===== src/exec_pkg.sv =====
package exec_pkg;

  // ==========================================================
  // Prefixes and opcodes
  localparam logic [7:0] PFX_NONE = 8'h00;
  localparam logic [7:0] PFX_EXT = 8'hed;
  localparam logic [7:0] PFX_IDX1 = 8'hdd;
  localparam logic [7:0] PFX_IDX2 = 8'hfd;
  localparam logic [7:0] OP_SWAP_DEST_SRC = 8'heb;
  localparam logic [7:0] OP_SWAP_ACC_SHADOW = 8'h08;
  localparam logic [7:0] OP_SWAP_ALL_SHADOW = 8'hd9;
  localparam logic [7:0] OP_SWAP_STACK = 8'he3;
  localparam logic [7:0] OP_COPY_STEP_UP = 8'ha0;
  localparam logic [7:0] OP_COPY_REPEAT_UP = 8'hb0;
  localparam logic [7:0] OP_COPY_STEP_DOWN = 8'ha8;
  localparam logic [7:0] OP_COPY_REPEAT_DOWN = 8'hb8;
  localparam logic [7:0] OP_COMPARE_STEP_UP = 8'ha1;
  localparam logic [7:0] OP_COMPARE_REPEAT_UP = 8'hb1;
  localparam logic [7:0] OP_COMPARE_STEP_DOWN = 8'ha9;
  localparam logic [7:0] OP_COMPARE_REPEAT_DOWN = 8'hb9;

  // ==========================================================
  // Timing in clock states, one clock per state
  localparam int T_SWAP = 4;
  localparam int T_SWAP_STACK = 19;
  localparam int T_SWAP_STACK_IDX = 23;
  localparam int T_BLOCK_STEP = 16;
  localparam int T_BLOCK_LOOP = 21;
  localparam int T_IGNORED = 1;
  localparam logic [4:0] TL_SWAP = 5'(T_SWAP - 1);
  localparam logic [4:0] TL_SWAP_STACK = 5'(T_SWAP_STACK - 1);
  localparam logic [4:0] TL_SWAP_STACK_IDX = 5'(T_SWAP_STACK_IDX - 1);
  localparam logic [4:0] TL_BLOCK_STEP = 5'(T_BLOCK_STEP - 1);
  localparam logic [4:0] TL_BLOCK_LOOP = 5'(T_BLOCK_LOOP - 1);
  localparam logic [4:0] TL_IGNORED = 5'(T_IGNORED - 1);

  // Memory access slots within an instruction
  localparam logic [4:0] STK_RD_LO = 5'h03;
  localparam logic [4:0] STK_RD_HI = 5'h06;
  localparam logic [4:0] STK_WR_HI_BACK = 5'h07;
  localparam logic [4:0] STK_WR_LO_BACK = 5'h03;
  localparam logic [4:0] BLK_RD = 5'h03;
  localparam logic [4:0] BLK_WR = 5'h07;

  // ==========================================================
  // Flag bit positions and reset values
  localparam int FLAG_S = 7;
  localparam int FLAG_Z = 6;
  localparam int FLAG_H = 4;
  localparam int FLAG_PV = 2;
  localparam int FLAG_N = 1;
  localparam logic [15:0] PAIR_RESET = 16'h0000;
  localparam logic [4:0] TCNT_RESET = 5'h00;
  localparam int FIFO_DEPTH = 16;

  // ==========================================================
  // Types
  typedef enum logic [1:0] {
    ST_IDLE = 2'b00,
    ST_RUN = 2'b01,
    ST_LOOP = 2'b11
  } state_t;

  typedef enum logic [2:0] {
    K_NONE,
    K_SWAP_DEST_SRC,
    K_SWAP_ACC,
    K_SWAP_ALL,
    K_SWAP_STACK,
    K_COPY,
    K_COMPARE
  } kind_t;

  typedef enum logic [1:0] {
    SEL_SOURCE,
    SEL_FIRST_INDEX,
    SEL_SECOND_INDEX
  } sel_t;

  typedef struct packed {
    logic [7:0] prefix;
    logic [7:0] opcode;
  } insn_t;

  typedef struct packed {
    kind_t kind;
    logic down;
    logic repeat_op;
    sel_t sel;
    logic [4:0] tlast;
  } dec_t;

  typedef struct packed {
    logic [15:0] accumulator_flag_pair;
    logic [15:0] count_pair;
    logic [15:0] destination_pair;
    logic [15:0] source_pair;
    logic [15:0] shadow_accumulator_flag_pair;
    logic [15:0] shadow_count_pair;
    logic [15:0] shadow_destination_pair;
    logic [15:0] shadow_source_pair;
    logic [15:0] first_index_register;
    logic [15:0] second_index_register;
    logic [15:0] stack_pointer;
  } regs_t;

  typedef struct packed {
    logic [15:0] addr;
    logic [7:0] wdata;
    logic rd;
    logic wr;
  } mem_req_t;

endpackage : exec_pkg


===== src/insn_fifo.sv =====
`timescale 1ns/1ps
`default_nettype none

module insn_fifo #(
  parameter int WIDTH = 16,
  parameter int DEPTH = 16
) (
  input wire logic clk,
  input wire logic rst_b,
  input wire logic in_valid,
  output logic in_ready,
  input wire logic [WIDTH-1:0] in_data,
  output logic out_valid,
  input wire logic out_ready,
  output logic [WIDTH-1:0] out_data
);

  localparam int AW = $clog2(DEPTH);

  // ==========================================================
  // Storage and pointers, one extra bit tells full from empty
  logic [WIDTH-1:0] mem_q [DEPTH];
  logic [AW:0] wr_q;
  logic [AW:0] wr_d;
  logic [AW:0] rd_q;
  logic [AW:0] rd_d;
  logic full;
  logic empty;
  logic push;
  logic pop;

  always_comb begin
    empty = (wr_q == rd_q);
    full = (wr_q[AW] != rd_q[AW]) && (wr_q[AW-1:0] == rd_q[AW-1:0]);
    in_ready = !full;
    out_valid = !empty;
    out_data = mem_q[rd_q[AW-1:0]];
    push = in_valid && !full;
    pop = out_ready && !empty;
    wr_d = push ? wr_q + 1'b1 : wr_q;
    rd_d = pop ? rd_q + 1'b1 : rd_q;
  end

  always_ff @(posedge clk or negedge rst_b) begin
    if (!rst_b) begin
      wr_q <= '0;
      rd_q <= '0;
    end else begin
      wr_q <= wr_d;
      rd_q <= rd_d;
    end
  end

  // Data array needs no reset; only pointers decide validity
  always_ff @(posedge clk) begin
    if (push) begin
      mem_q[wr_q[AW-1:0]] <= in_data;
    end
  end

endmodule : insn_fifo

`default_nettype wire


===== src/exchange_block_move_search_exec.sv =====
`timescale 1ns/1ps
`default_nettype none

// Overview of operation
// - Opcode eb swaps destination and source pairs and 08 swaps the accumulator-flag pair with its shadow, 4 states.
// - Opcode d9 swaps count, destination and source pairs with their shadows in one 4-state instruction.
// - Opcode e3 swaps the source pair low byte with memory at the stack pointer and high byte at the next, 19 states.
// - Prefixes dd and fd apply that stack swap to the first or second index register in 23 states.
// - Extended a0 copies source byte to destination, bumps both pointers up and counts down once in 16 states.
// - Extended b0 repeats that copy until the count is zero, 21 states per continuing pass and 16 on the last.
// - Extended b8 repeats a copy stepping both pointers and the count down until the count is zero.
// - Extended b1 repeats the upward compare until a match or zero count, 21 states per pass and 16 on the last.
// - Repeating searches update the zero flag only when the whole instruction ends.
module exchange_block_move_search_exec (
  input wire logic clk,
  input wire logic rst_b,
  input wire logic in_valid,
  output logic in_ready,
  input wire exec_pkg::insn_t in_insn,
  input wire logic load_valid,
  input wire exec_pkg::regs_t load_regs,
  output exec_pkg::regs_t regs,
  output exec_pkg::mem_req_t mem,
  input wire logic [7:0] mem_rdata,
  output logic busy,
  output logic done
);

  import exec_pkg::*;

  // ==========================================================
  // Helpers
  function automatic logic [15:0] step16(input logic [15:0] v, input logic down);
    step16 = down ? v - 16'h0001 : v + 16'h0001;
  endfunction : step16

  function automatic dec_t decode(input insn_t i);
    decode.kind = K_NONE;
    decode.down = 1'b0;
    decode.repeat_op = 1'b0;
    decode.sel = SEL_SOURCE;
    decode.tlast = TL_IGNORED;
    if (i.prefix == PFX_NONE) begin
      case (i.opcode)
        OP_SWAP_DEST_SRC: begin
          decode.kind = K_SWAP_DEST_SRC;
          decode.tlast = TL_SWAP;
        end
        OP_SWAP_ACC_SHADOW: begin
          decode.kind = K_SWAP_ACC;
          decode.tlast = TL_SWAP;
        end
        OP_SWAP_ALL_SHADOW: begin
          decode.kind = K_SWAP_ALL;
          decode.tlast = TL_SWAP;
        end
        OP_SWAP_STACK: begin
          decode.kind = K_SWAP_STACK;
          decode.tlast = TL_SWAP_STACK;
        end
        default: begin
          decode.kind = K_NONE;
        end
      endcase
    end else if ((i.prefix == PFX_IDX1 || i.prefix == PFX_IDX2) && i.opcode == OP_SWAP_STACK) begin
      decode.kind = K_SWAP_STACK;
      decode.sel = (i.prefix == PFX_IDX1) ? SEL_FIRST_INDEX : SEL_SECOND_INDEX;
      decode.tlast = TL_SWAP_STACK_IDX;
    end else if (i.prefix == PFX_EXT) begin
      decode.tlast = TL_BLOCK_STEP;
      decode.repeat_op = i.opcode[4];
      decode.down = i.opcode[3];
      case (i.opcode)
        OP_COPY_STEP_UP, OP_COPY_REPEAT_UP, OP_COPY_STEP_DOWN, OP_COPY_REPEAT_DOWN: begin
          decode.kind = K_COPY;
        end
        OP_COMPARE_STEP_UP, OP_COMPARE_REPEAT_UP, OP_COMPARE_STEP_DOWN, OP_COMPARE_REPEAT_DOWN: begin
          decode.kind = K_COMPARE;
        end
        default: begin
          decode.kind = K_NONE;
          decode.repeat_op = 1'b0;
          decode.tlast = TL_IGNORED;
        end
      endcase
    end
  endfunction : decode

  function automatic logic [15:0] get_pair(input regs_t r, input sel_t s);
    case (s)
      SEL_FIRST_INDEX: get_pair = r.first_index_register;
      SEL_SECOND_INDEX: get_pair = r.second_index_register;
      default: get_pair = r.source_pair;
    endcase
  endfunction : get_pair

  // ==========================================================
  // Instruction queue; stalls the source only when all 16 entries are full
  logic fifo_valid;
  logic fifo_ready;
  logic [15:0] fifo_data;
  insn_t fifo_insn;

  insn_fifo #(
    .WIDTH($bits(insn_t)),
    .DEPTH(FIFO_DEPTH)
  ) u_fifo (
    .clk(clk),
    .rst_b(rst_b),
    .in_valid(in_valid),
    .in_ready(in_ready),
    .in_data(in_insn),
    .out_valid(fifo_valid),
    .out_ready(fifo_ready),
    .out_data(fifo_data)
  );

  // ==========================================================
  // Execution state
  state_t st_q;
  state_t st_d;
  logic [4:0] tcnt_q;
  logic [4:0] tcnt_d;
  dec_t cur_q;
  dec_t cur_d;
  regs_t regs_q;
  regs_t regs_d;
  mem_req_t mem_q;
  mem_req_t mem_d;
  logic [7:0] lo_q;
  logic [7:0] lo_d;
  logic [7:0] hi_q;
  logic [7:0] hi_d;
  logic done_q;
  logic done_d;

  logic [15:0] pair;
  logic [15:0] count_next;
  logic [7:0] acc;
  logic [7:0] diff;
  logic match;
  logic finish;

  always_comb begin
    fifo_insn = insn_t'(fifo_data);
    // Loading has priority so a test can seed registers between instructions
    fifo_ready = (st_q == ST_IDLE) && !load_valid;
    st_d = st_q;
    tcnt_d = tcnt_q;
    cur_d = cur_q;
    regs_d = regs_q;
    lo_d = lo_q;
    hi_d = hi_q;
    done_d = 1'b0;
    mem_d = '0;
    mem_d.addr = mem_q.addr;
    pair = get_pair(regs_q, cur_q.sel);
    count_next = regs_q.count_pair - 16'h0001;
    acc = regs_q.accumulator_flag_pair[15:8];
    diff = acc - lo_q;
    match = (diff == 8'h00);
    finish = !cur_q.repeat_op || (count_next == 16'h0000) || (cur_q.kind == K_COMPARE && match);
    case (st_q)
      ST_IDLE: begin
        tcnt_d = TCNT_RESET;
        if (load_valid) begin
          regs_d = load_regs;
        end else if (fifo_valid) begin
          cur_d = decode(fifo_insn);
          st_d = ST_RUN;
        end
      end
      ST_RUN: begin
        tcnt_d = tcnt_q + 5'h01;
        case (cur_q.kind)
          K_SWAP_STACK: begin
            if (tcnt_q == STK_RD_LO) begin
              mem_d.rd = 1'b1;
              mem_d.addr = regs_q.stack_pointer;
            end
            if (tcnt_q == STK_RD_LO + 5'h01) begin
              lo_d = mem_rdata;
            end
            if (tcnt_q == STK_RD_HI) begin
              mem_d.rd = 1'b1;
              mem_d.addr = step16(regs_q.stack_pointer, 1'b0);
            end
            if (tcnt_q == STK_RD_HI + 5'h01) begin
              hi_d = mem_rdata;
            end
            if (tcnt_q == cur_q.tlast - STK_WR_HI_BACK) begin
              mem_d.wr = 1'b1;
              mem_d.addr = step16(regs_q.stack_pointer, 1'b0);
              mem_d.wdata = pair[15:8];
            end
            if (tcnt_q == cur_q.tlast - STK_WR_LO_BACK) begin
              mem_d.wr = 1'b1;
              mem_d.addr = regs_q.stack_pointer;
              mem_d.wdata = pair[7:0];
            end
          end
          K_COPY, K_COMPARE: begin
            if (tcnt_q == BLK_RD) begin
              mem_d.rd = 1'b1;
              mem_d.addr = regs_q.source_pair;
            end
            if (tcnt_q == BLK_RD + 5'h01) begin
              lo_d = mem_rdata;
            end
            if (cur_q.kind == K_COPY && tcnt_q == BLK_WR) begin
              mem_d.wr = 1'b1;
              mem_d.addr = regs_q.destination_pair;
              mem_d.wdata = lo_q;
            end
          end
          default: begin
            mem_d.rd = 1'b0;
          end
        endcase
        if (tcnt_q == cur_q.tlast) begin
          case (cur_q.kind)
            K_SWAP_DEST_SRC: begin
              regs_d.destination_pair = regs_q.source_pair;
              regs_d.source_pair = regs_q.destination_pair;
            end
            K_SWAP_ACC: begin
              regs_d.accumulator_flag_pair = regs_q.shadow_accumulator_flag_pair;
              regs_d.shadow_accumulator_flag_pair = regs_q.accumulator_flag_pair;
            end
            K_SWAP_ALL: begin
              regs_d.count_pair = regs_q.shadow_count_pair;
              regs_d.shadow_count_pair = regs_q.count_pair;
              regs_d.destination_pair = regs_q.shadow_destination_pair;
              regs_d.shadow_destination_pair = regs_q.destination_pair;
              regs_d.source_pair = regs_q.shadow_source_pair;
              regs_d.shadow_source_pair = regs_q.source_pair;
            end
            K_SWAP_STACK: begin
              case (cur_q.sel)
                SEL_FIRST_INDEX: regs_d.first_index_register = {hi_q, lo_q};
                SEL_SECOND_INDEX: regs_d.second_index_register = {hi_q, lo_q};
                default: regs_d.source_pair = {hi_q, lo_q};
              endcase
            end
            K_COPY: begin
              regs_d.destination_pair = step16(regs_q.destination_pair, cur_q.down);
              regs_d.source_pair = step16(regs_q.source_pair, cur_q.down);
              regs_d.count_pair = count_next;
              regs_d.accumulator_flag_pair[FLAG_H] = 1'b0;
              regs_d.accumulator_flag_pair[FLAG_N] = 1'b0;
              regs_d.accumulator_flag_pair[FLAG_PV] = (count_next != 16'h0000);
            end
            K_COMPARE: begin
              // Accumulator itself is never written, only flags
              regs_d.source_pair = step16(regs_q.source_pair, cur_q.down);
              regs_d.count_pair = count_next;
              regs_d.accumulator_flag_pair[FLAG_S] = diff[7];
              regs_d.accumulator_flag_pair[FLAG_H] = (acc[3:0] < lo_q[3:0]);
              regs_d.accumulator_flag_pair[FLAG_PV] = (count_next != 16'h0000);
              regs_d.accumulator_flag_pair[FLAG_N] = 1'b1;
              if (finish) begin
                regs_d.accumulator_flag_pair[FLAG_Z] = match;
              end
            end
            default: begin
              regs_d.stack_pointer = regs_q.stack_pointer;
            end
          endcase
          if ((cur_q.kind == K_COPY || cur_q.kind == K_COMPARE) && !finish) begin
            st_d = ST_LOOP;
          end else begin
            st_d = ST_IDLE;
            done_d = 1'b1;
          end
        end
      end
      ST_LOOP: begin
        // Extra states of a continuing pass, then the next pass starts over
        if (tcnt_q == TL_BLOCK_LOOP) begin
          tcnt_d = TCNT_RESET;
          st_d = ST_RUN;
        end else begin
          tcnt_d = tcnt_q + 5'h01;
        end
      end
      default: begin
        st_d = ST_IDLE;
      end
    endcase
  end

  always_ff @(posedge clk or negedge rst_b) begin
    if (!rst_b) begin
      st_q <= ST_IDLE;
      tcnt_q <= TCNT_RESET;
      cur_q <= '0;
      regs_q <= {11{PAIR_RESET}};
      mem_q <= '0;
      lo_q <= '0;
      hi_q <= '0;
      done_q <= 1'b0;
    end else begin
      st_q <= st_d;
      tcnt_q <= tcnt_d;
      cur_q <= cur_d;
      regs_q <= regs_d;
      mem_q <= mem_d;
      lo_q <= lo_d;
      hi_q <= hi_d;
      done_q <= done_d;
    end
  end

  // ==========================================================
  // Outputs
  always_comb begin
    regs = regs_q;
    mem = mem_q;
    done = done_q;
    busy = (st_q != ST_IDLE);
  end

endmodule : exchange_block_move_search_exec

`default_nettype wire


===== config.mk =====
export PLATFORM = sky130hd
export DESIGN_NAME = exchange_block_move_search_exec
export DESIGN_NICKNAME = d
export VERILOG_FILES = /design/src/exec_pkg.sv /design/src/insn_fifo.sv /design/src/exchange_block_move_search_exec.sv
export SDC_FILE = /design/constraint.sdc
export NUM_CORES = 1
export LEC_CHECK = 0
export BUFFER_PORTS_ARGS = -buffer_cell sky130_fd_sc_hd__buf_2
export CAP_MARGIN = 20
export CORE_AREA = 2 2 269 271
export CTS_BUF_LIST = sky130_fd_sc_hd__clkbuf_8
export DETAILED_ROUTE_END_ITERATION = 12
export DIE_AREA = 0 0 271 273
export RECOVER_POWER = 100
export SLEW_MARGIN = 20
export SYNTH_ARGS = -nofsm -noshare
export SYNTH_HDL_FRONTEND = slang
export SYNTH_SLANG_ARGS = --single-unit

===== constraint.sdc =====
create_clock -name clk -period 5.7 [get_ports clk]
set_clock_uncertainty 0.05 [all_clocks]
set_input_delay 0 -clock clk [delete_from_list [all_inputs] [get_ports clk]]
set_output_delay 0 -clock clk [all_outputs]
set_load 0.01 [all_outputs]

Word level (Yosys, flattened, before mapping)
Memory sizes are Yosys's and may differ from the RTL's.
Index checks and enable logic that the tools add are counted.
- register bits: 248
- memories kept: 1
- bits of input ports: 204
- word-level logic and storage cells: 217
- RAM bits: 256
- memories (memory ; words ; bits a word ; rd ports ; clocked after memory_dff ; write ports ; line ; text):
    u_fifo.mem_q ; 16 ; 16 ; 1 ; 0 ; 1 ; insn_fifo.sv:22 ; logic [WIDTH-1:0] mem_q [DEPTH];
- add/sub/neg operators: 12
- reduce and logical (&&, ||, !) cells: 49
- bitwise operators: 3
- eq/ne operators: 55
- mux-type cells: 66
- $lt $le $gt $ge: 1
- operator list (kind ; count):
    $mux 176 ; 2
    $pmux 176 s2 ; 1
    $mux 16 ; 9
    $eq 8x8->1 const B ; 14
    $mux 24 ; 3
    $pmux 16 s2 ; 2
    $pmux 16 s4 ; 1
    $add 16x1->16 const B ; 3
    $mux 48 ; 1
    $pmux 16 s3 ; 1
    $pmux 24 s2 ; 1
    $sub 16x1->16 const B ; 3
    $mux 32 ; 1
    $reduce_and 4->1 ; 8
    $eq 5x5->1 ; 4
    $mux 5 ; 4
    $reduce_and 5->1 ; 4
    $logic_not 16->1 ; 1
    $logic_not 8->1 ; 2
    $mux 2 ; 8
    $reduce_bool 16->1 ; 1
    $add 5x1->5 const B ; 3
    $eq 5x3->1 const B ; 3
    $mux 1 ; 15
    47 further kinds ; 91

Logic depth before layout (Yosys ltp)
- depth in word-level cells: 9
- gate-level depth with buffers: 11
- mapped depth without buffers: 10

Modules after synthesis
Synthesis repeated with hierarchy kept, for this count alone.
- cell total of the unflattened synthesis: 2113
- area, all modules: 25152.9 µm²
- modules (own cells, without submodules) (module ; cells an instance ; area an instance (µm²) ; times used ; sequential area each (µm²)):
    exchange_block_move_search_exec ; 1640 ; 14865.5 ; 1 ; 5955.7
    insn_fifo ; 473 ; 10287.4 ; 1 ; 7937.6

Worst setup path after synthesis
No wires, ideal clock.
- path kind: reg2reg
- start point: reg cur_q[8] (netlist bit)
- end point: reg regs_q (netlist bit regs[127])
- path slack: 2445 ps
- period minus slack after synthesis: 3255 ps
- data arrival time: 3122 ps
- path buffers: 0
- cell stages (with the launch flop): 10
- cells stage by stage: dfrtp_1 ha_1 a211o_1 a2111oi_2 o32ai_1 o41ai_1 o21ai_0 xnor2_1 o31a_1 o22ai_1
- word-level cells in the longest chain between the ends: 4
- RTL lines (item ; line ; text):
    from (decl) ; exchange_block_move_search_exec.sv:124 ; dec_t cur_q;
    from (signal assigned) ; exchange_block_move_search_exec.sv:305 ; cur_q <= cur_d;
    $mux 16 ; exchange_block_move_search_exec.sv:34 ; step16 = down ? v - 16'h0001 : v + 16'h0001;
    $pmux 16 s4 ; exchange_block_move_search_exec.sv:221 ; case (cur_q.kind)
    $mux 176 ; exchange_block_move_search_exec.sv:220 ; if (tcnt_q == cur_q.tlast) begin
    $pmux 176 s2 ; exchange_block_move_search_exec.sv:163 ; case (st_q)
    to (signal assigned) ; exchange_block_move_search_exec.sv:297 ; regs_q <= {11{PAIR_RESET}};
    to (signal assigned) ; exchange_block_move_search_exec.sv:306 ; regs_q <= regs_d;
    to (decl) ; exchange_block_move_search_exec.sv:126 ; regs_t regs_q;
Every way passes these cells. The select of a mux whose other input is x is not followed.
A chain may end at the register's enable or synchronous reset.

Worst setup path after layout
- start point: reg cur_q[9] (netlist bit)
- end point: reg regs_q (netlist bit regs[127])
- word-level cells in the longest chain between the ends: 5
- elaborated cells between the ends (all ways): 12
- those cells by class: eq/ne (7); mux (3); reduce/logical (2)
- RTL lines (item ; line):
    $eq 3x3->1 ; exchange_block_move_search_exec.sv:221
    $reduce_or 2->1 (no line) ; -
    $pmux 16 s4 ; exchange_block_move_search_exec.sv:221
    $mux 176 ; exchange_block_move_search_exec.sv:220
    $pmux 176 s2 ; exchange_block_move_search_exec.sv:163
Several ways; a longest one is shown, not always the timed one. The select of a mux whose other input is x is not followed.

==> impl_metrics.tcl <==
set metrics [dict create \
    cpPeakStageDelay_ps 1050 \
    wirelength_um 89700 \
    leakagePower_nw 12.5 \
    wl_per_cell_um 23.8 \
    critPathMaxFanout 28 \
    synthTopCellsByArea "edfxtp_1, dfrtp_1, mux4_2" \
    yosysUniqueCellTypes 81 \
    crit_top_cell "nand2_1" \
    clkTransAtPathRegs_ps 60 \
    firstDrtPassIters 6 \
    min_path_type "input port to flip-flop" \
    vias 20985 \
    io_buffers 408 \
    diodes 0 \
    final_area_um2 31900 \
    setup_viol 0 \
    synth_edf_count 256 \
    grt_max_degree 136 \
    final.min_clock_period_ps 4520 \
    crit_chain "nand2_1 > nand2_1 > clkbuf_1 > nand2_1 > o31a_1 > o22ai_1" \
    antenna_found_initial 1 \
    slew_headroom -0.623 \
    numCtsBuffers 89 \
    setup.worst_path.start "cur_q[9]" \
    ys_seq_area_frac 0.546 \
    viasPerCell 5.56 \
    ir_worst_vdd_v 0.000216 \
    max-cap-violations 19 \
    ys_seq_elements 504 \
    min-delay-start "load_regs[7]" \
    drive_above_1_share 0.167 \
    cts.sinks 504 \
    fin_crit_sh 0.793 \
    synthCells 2147 \
    startpoint_type "flip-flop" \
    end_kind "flip-flop" \
    clk_latency_ps 680 \
    cts-resized-gates 0 \
    ys_warn_count 0 \
    synth.top_cell.area_share 0.302 \
    groute.usage.overall 0.237 \
    rsz0062_at_grt "false" \
    reg2regPathDepth 6 \
    status "finished with violations" \
    synthFlopType "edfxtp_1" \
    violations "max-capacitance violations, max-slew violations" \
    slew_viol_final 565 \
    coreArea_um2 71000 \
    gp_congestion 0.914 \
    critPathArrivalTime_ps 5070 \
    required_ps 6250 \
    drtIter0Drc 2116 \
    reg2reg_from "cur_q[9]" \
    critPathKind "flip-flop to flip-flop" \
    fin_hold_ws_ps 42.1 \
    row_count 98 \
    synth_top_cell_by_area "edfxtp_1" \
    tightest_slew_ps 2430 \
    syn_nets 2406 \
    post-route-drc-count 0 \
    overflow 0 \
    die_width_um 271 \
    hold_depth 3 \
    grt_pass1_wl_um 134000 \
    antenna_left 0 \
    ys_async_sr_fraction 0.492 \
    p_per_area_nw_per_um2 523 \
    hpwlAfterDp_um 60700 \
    start_util 0.358 \
    setup_tns_ps 0 \
    htree_num_levels 3 \
    syn-cell-area_um2 25400 \
    placed_cell_area_um2 28400 \
    critPathSlowestCell "clkbuf_1" \
    hold_viol 0 \
    cts_root_buf "clkbuf_8" \
    fmaxAchievable_mhz 221 \
    fp.dieArea_um2 74000 \
    pin_count 409 \
    cts_tree "yes" \
    grt_pass1_vias 21460 \
    areaGrowthSynthToFinish_pct 25.6 \
    die_h_um 273 \
    nNetsFinal 3015 \
    cts_max_path_buffers 3 \
    syn_area_per_cell_um2 11.8 \
]
==> metrics by stage <==
stage,power (mW),cells,setup WS [ps],utilization
after global placement,13.1,3399,1980,0.400
after global routing,17.7,3774,857,0.450
after CTS,16.9,3773,1890,0.456
after detailed placement,13.3,3401,1940,0.400
final,16.7,3774,1180,0.450
after floorplan,10.4,2147,2450,-
==> worst max-delay path: cells and delay by family (launching register included) <==
family / cells / cell delay (ps)
simple gates: 3 / 1870
buf+inv: 1 / 1050
flops: 1 / 990
compound gates: 2 / 460
==> worst paths after layout <==
check	slack [ps]	to
worst min register to register	440	u_fifo.wr_q[4]
worst max-delay path	1180	regs[127]
worst max register to register	1180	regs[127]
max in group asynchronous	1610	regs[12]
min in group asynchronous	830	regs[67]
worst min-delay path	40	regs[7]
==> report_power, final <==
| part | switching [mW] | total [mW] | internal, mW |
|---|---|---|---|
| combinational | 4.10 | 6.90 | 2.81 |
| clock | 1.54 | 3.40 | 1.85 |
| sequential | 1.62 | 6.41 | 4.79 |
| total | 7.26 | 16.7 | 9.45 |
==> flip-flops by register name, summed over array words and instances, names as in the netlist <==
signal / flops
cur_q: 12
done: 1
hi_q: 8
lo_q: 8
mem: 26
regs: 176
st_q: 2
tcnt_q: 5
u_fifo.mem_q: 256
u_fifo.rd_q: 5
u_fifo.wr_q: 5
==> cell usage after synthesis (all sizes together), types with 6 or more instances <==
cell	n
a22oi	35
nor3b	8
edfxtp	256
nand2	235
nand4	10
and3	16
clkbuf	104
a221oi	17
o21ai	188
inv	34
mux4	72
dfrtp	248
mux2	45
o31ai	9
nand2b	9
buf	36
nor3	30
nand3b	6
nor4	10
a22o	28
ha	53
xor2	22
o211ai	25
a31oi	13
nand3	26
o41ai	7
xnor2	47
mux2i	128
nor2b	14
nor2	130
or3	15
o21a	9
a222oi	6
a21o	10
or2	9
o22ai	11
and2	26
a211oi	15
a21oi	101
==> layer usage <==
| metal | vias up | global-route usage | wire, um | share of wire |
|---|---|---|---|---|
| li1 | 9351 | - | - | - |
| met1 | 10505 | 0.295 | 36000 | 0.40 |
| met2 | 932 | 0.405 | 44400 | 0.49 |
| met3 | 197 | 0.0463 | 5990 | 0.067 |
| met4 | 0 | 0.0987 | 3360 | 0.037 |
| met5 | - | 0 | 0 | 0 |
==> cell usage in the layout, fill, tap and decap left out, drive strengths merged, types with 13 or more instances in the layout <==
cell type    netlist  routed
clkbuf           104     340
edfxtp           256     256
dfrtp            248     248
nand2            235     235
dlygate4sd3        0     213
buf               36     210
o21ai            188     188
nor2             130     130
mux2i            128     128
a21oi            101     101
mux4              72      72
inv               34      64
ha                53      53
xnor2             47      47
mux2              45      45
a22oi             35      35
nor3              30      30
a22o              28      28
nand3             26      26
and2              26      26
o211ai            25      25
xor2              22      22
clkinv             1      20
a221oi            17      17
and3              16      16
or3               15      15
a211oi            15      15
nor2b             14      14
a31oi             13      13
==> cells by family after synthesis <==
logic type / share of synthesized area
fa+ha+maj: 0.0277
mux: 0.134
flops: 0.546
xor+xnor: 0.0238
buf+inv: 0.0290
compound gates: 0.137
simple gates: 0.102
==> area by class of cell <==
| type | count | area [um^2] |
|---|---|---|
| multi-input combinational | 1468 | 10800 |
| clock buffer | 105 | 1450 |
| tap | 950 | 1190 |
| clock inverter | 54 | 343 |
| fill | 6571 | 39000 |
| sequential | 504 | 13900 |
| inverter | 35 | 131 |
| timing repair buffer | 658 | 4130 |
==> what timing repair did <==
item / in CTS / in global routing
endpoints found under the hold margin: 565 / 1
hold buffers: 213 / 1
setup buffers: 0 / 0
Power figures use the tool's default switching activity.
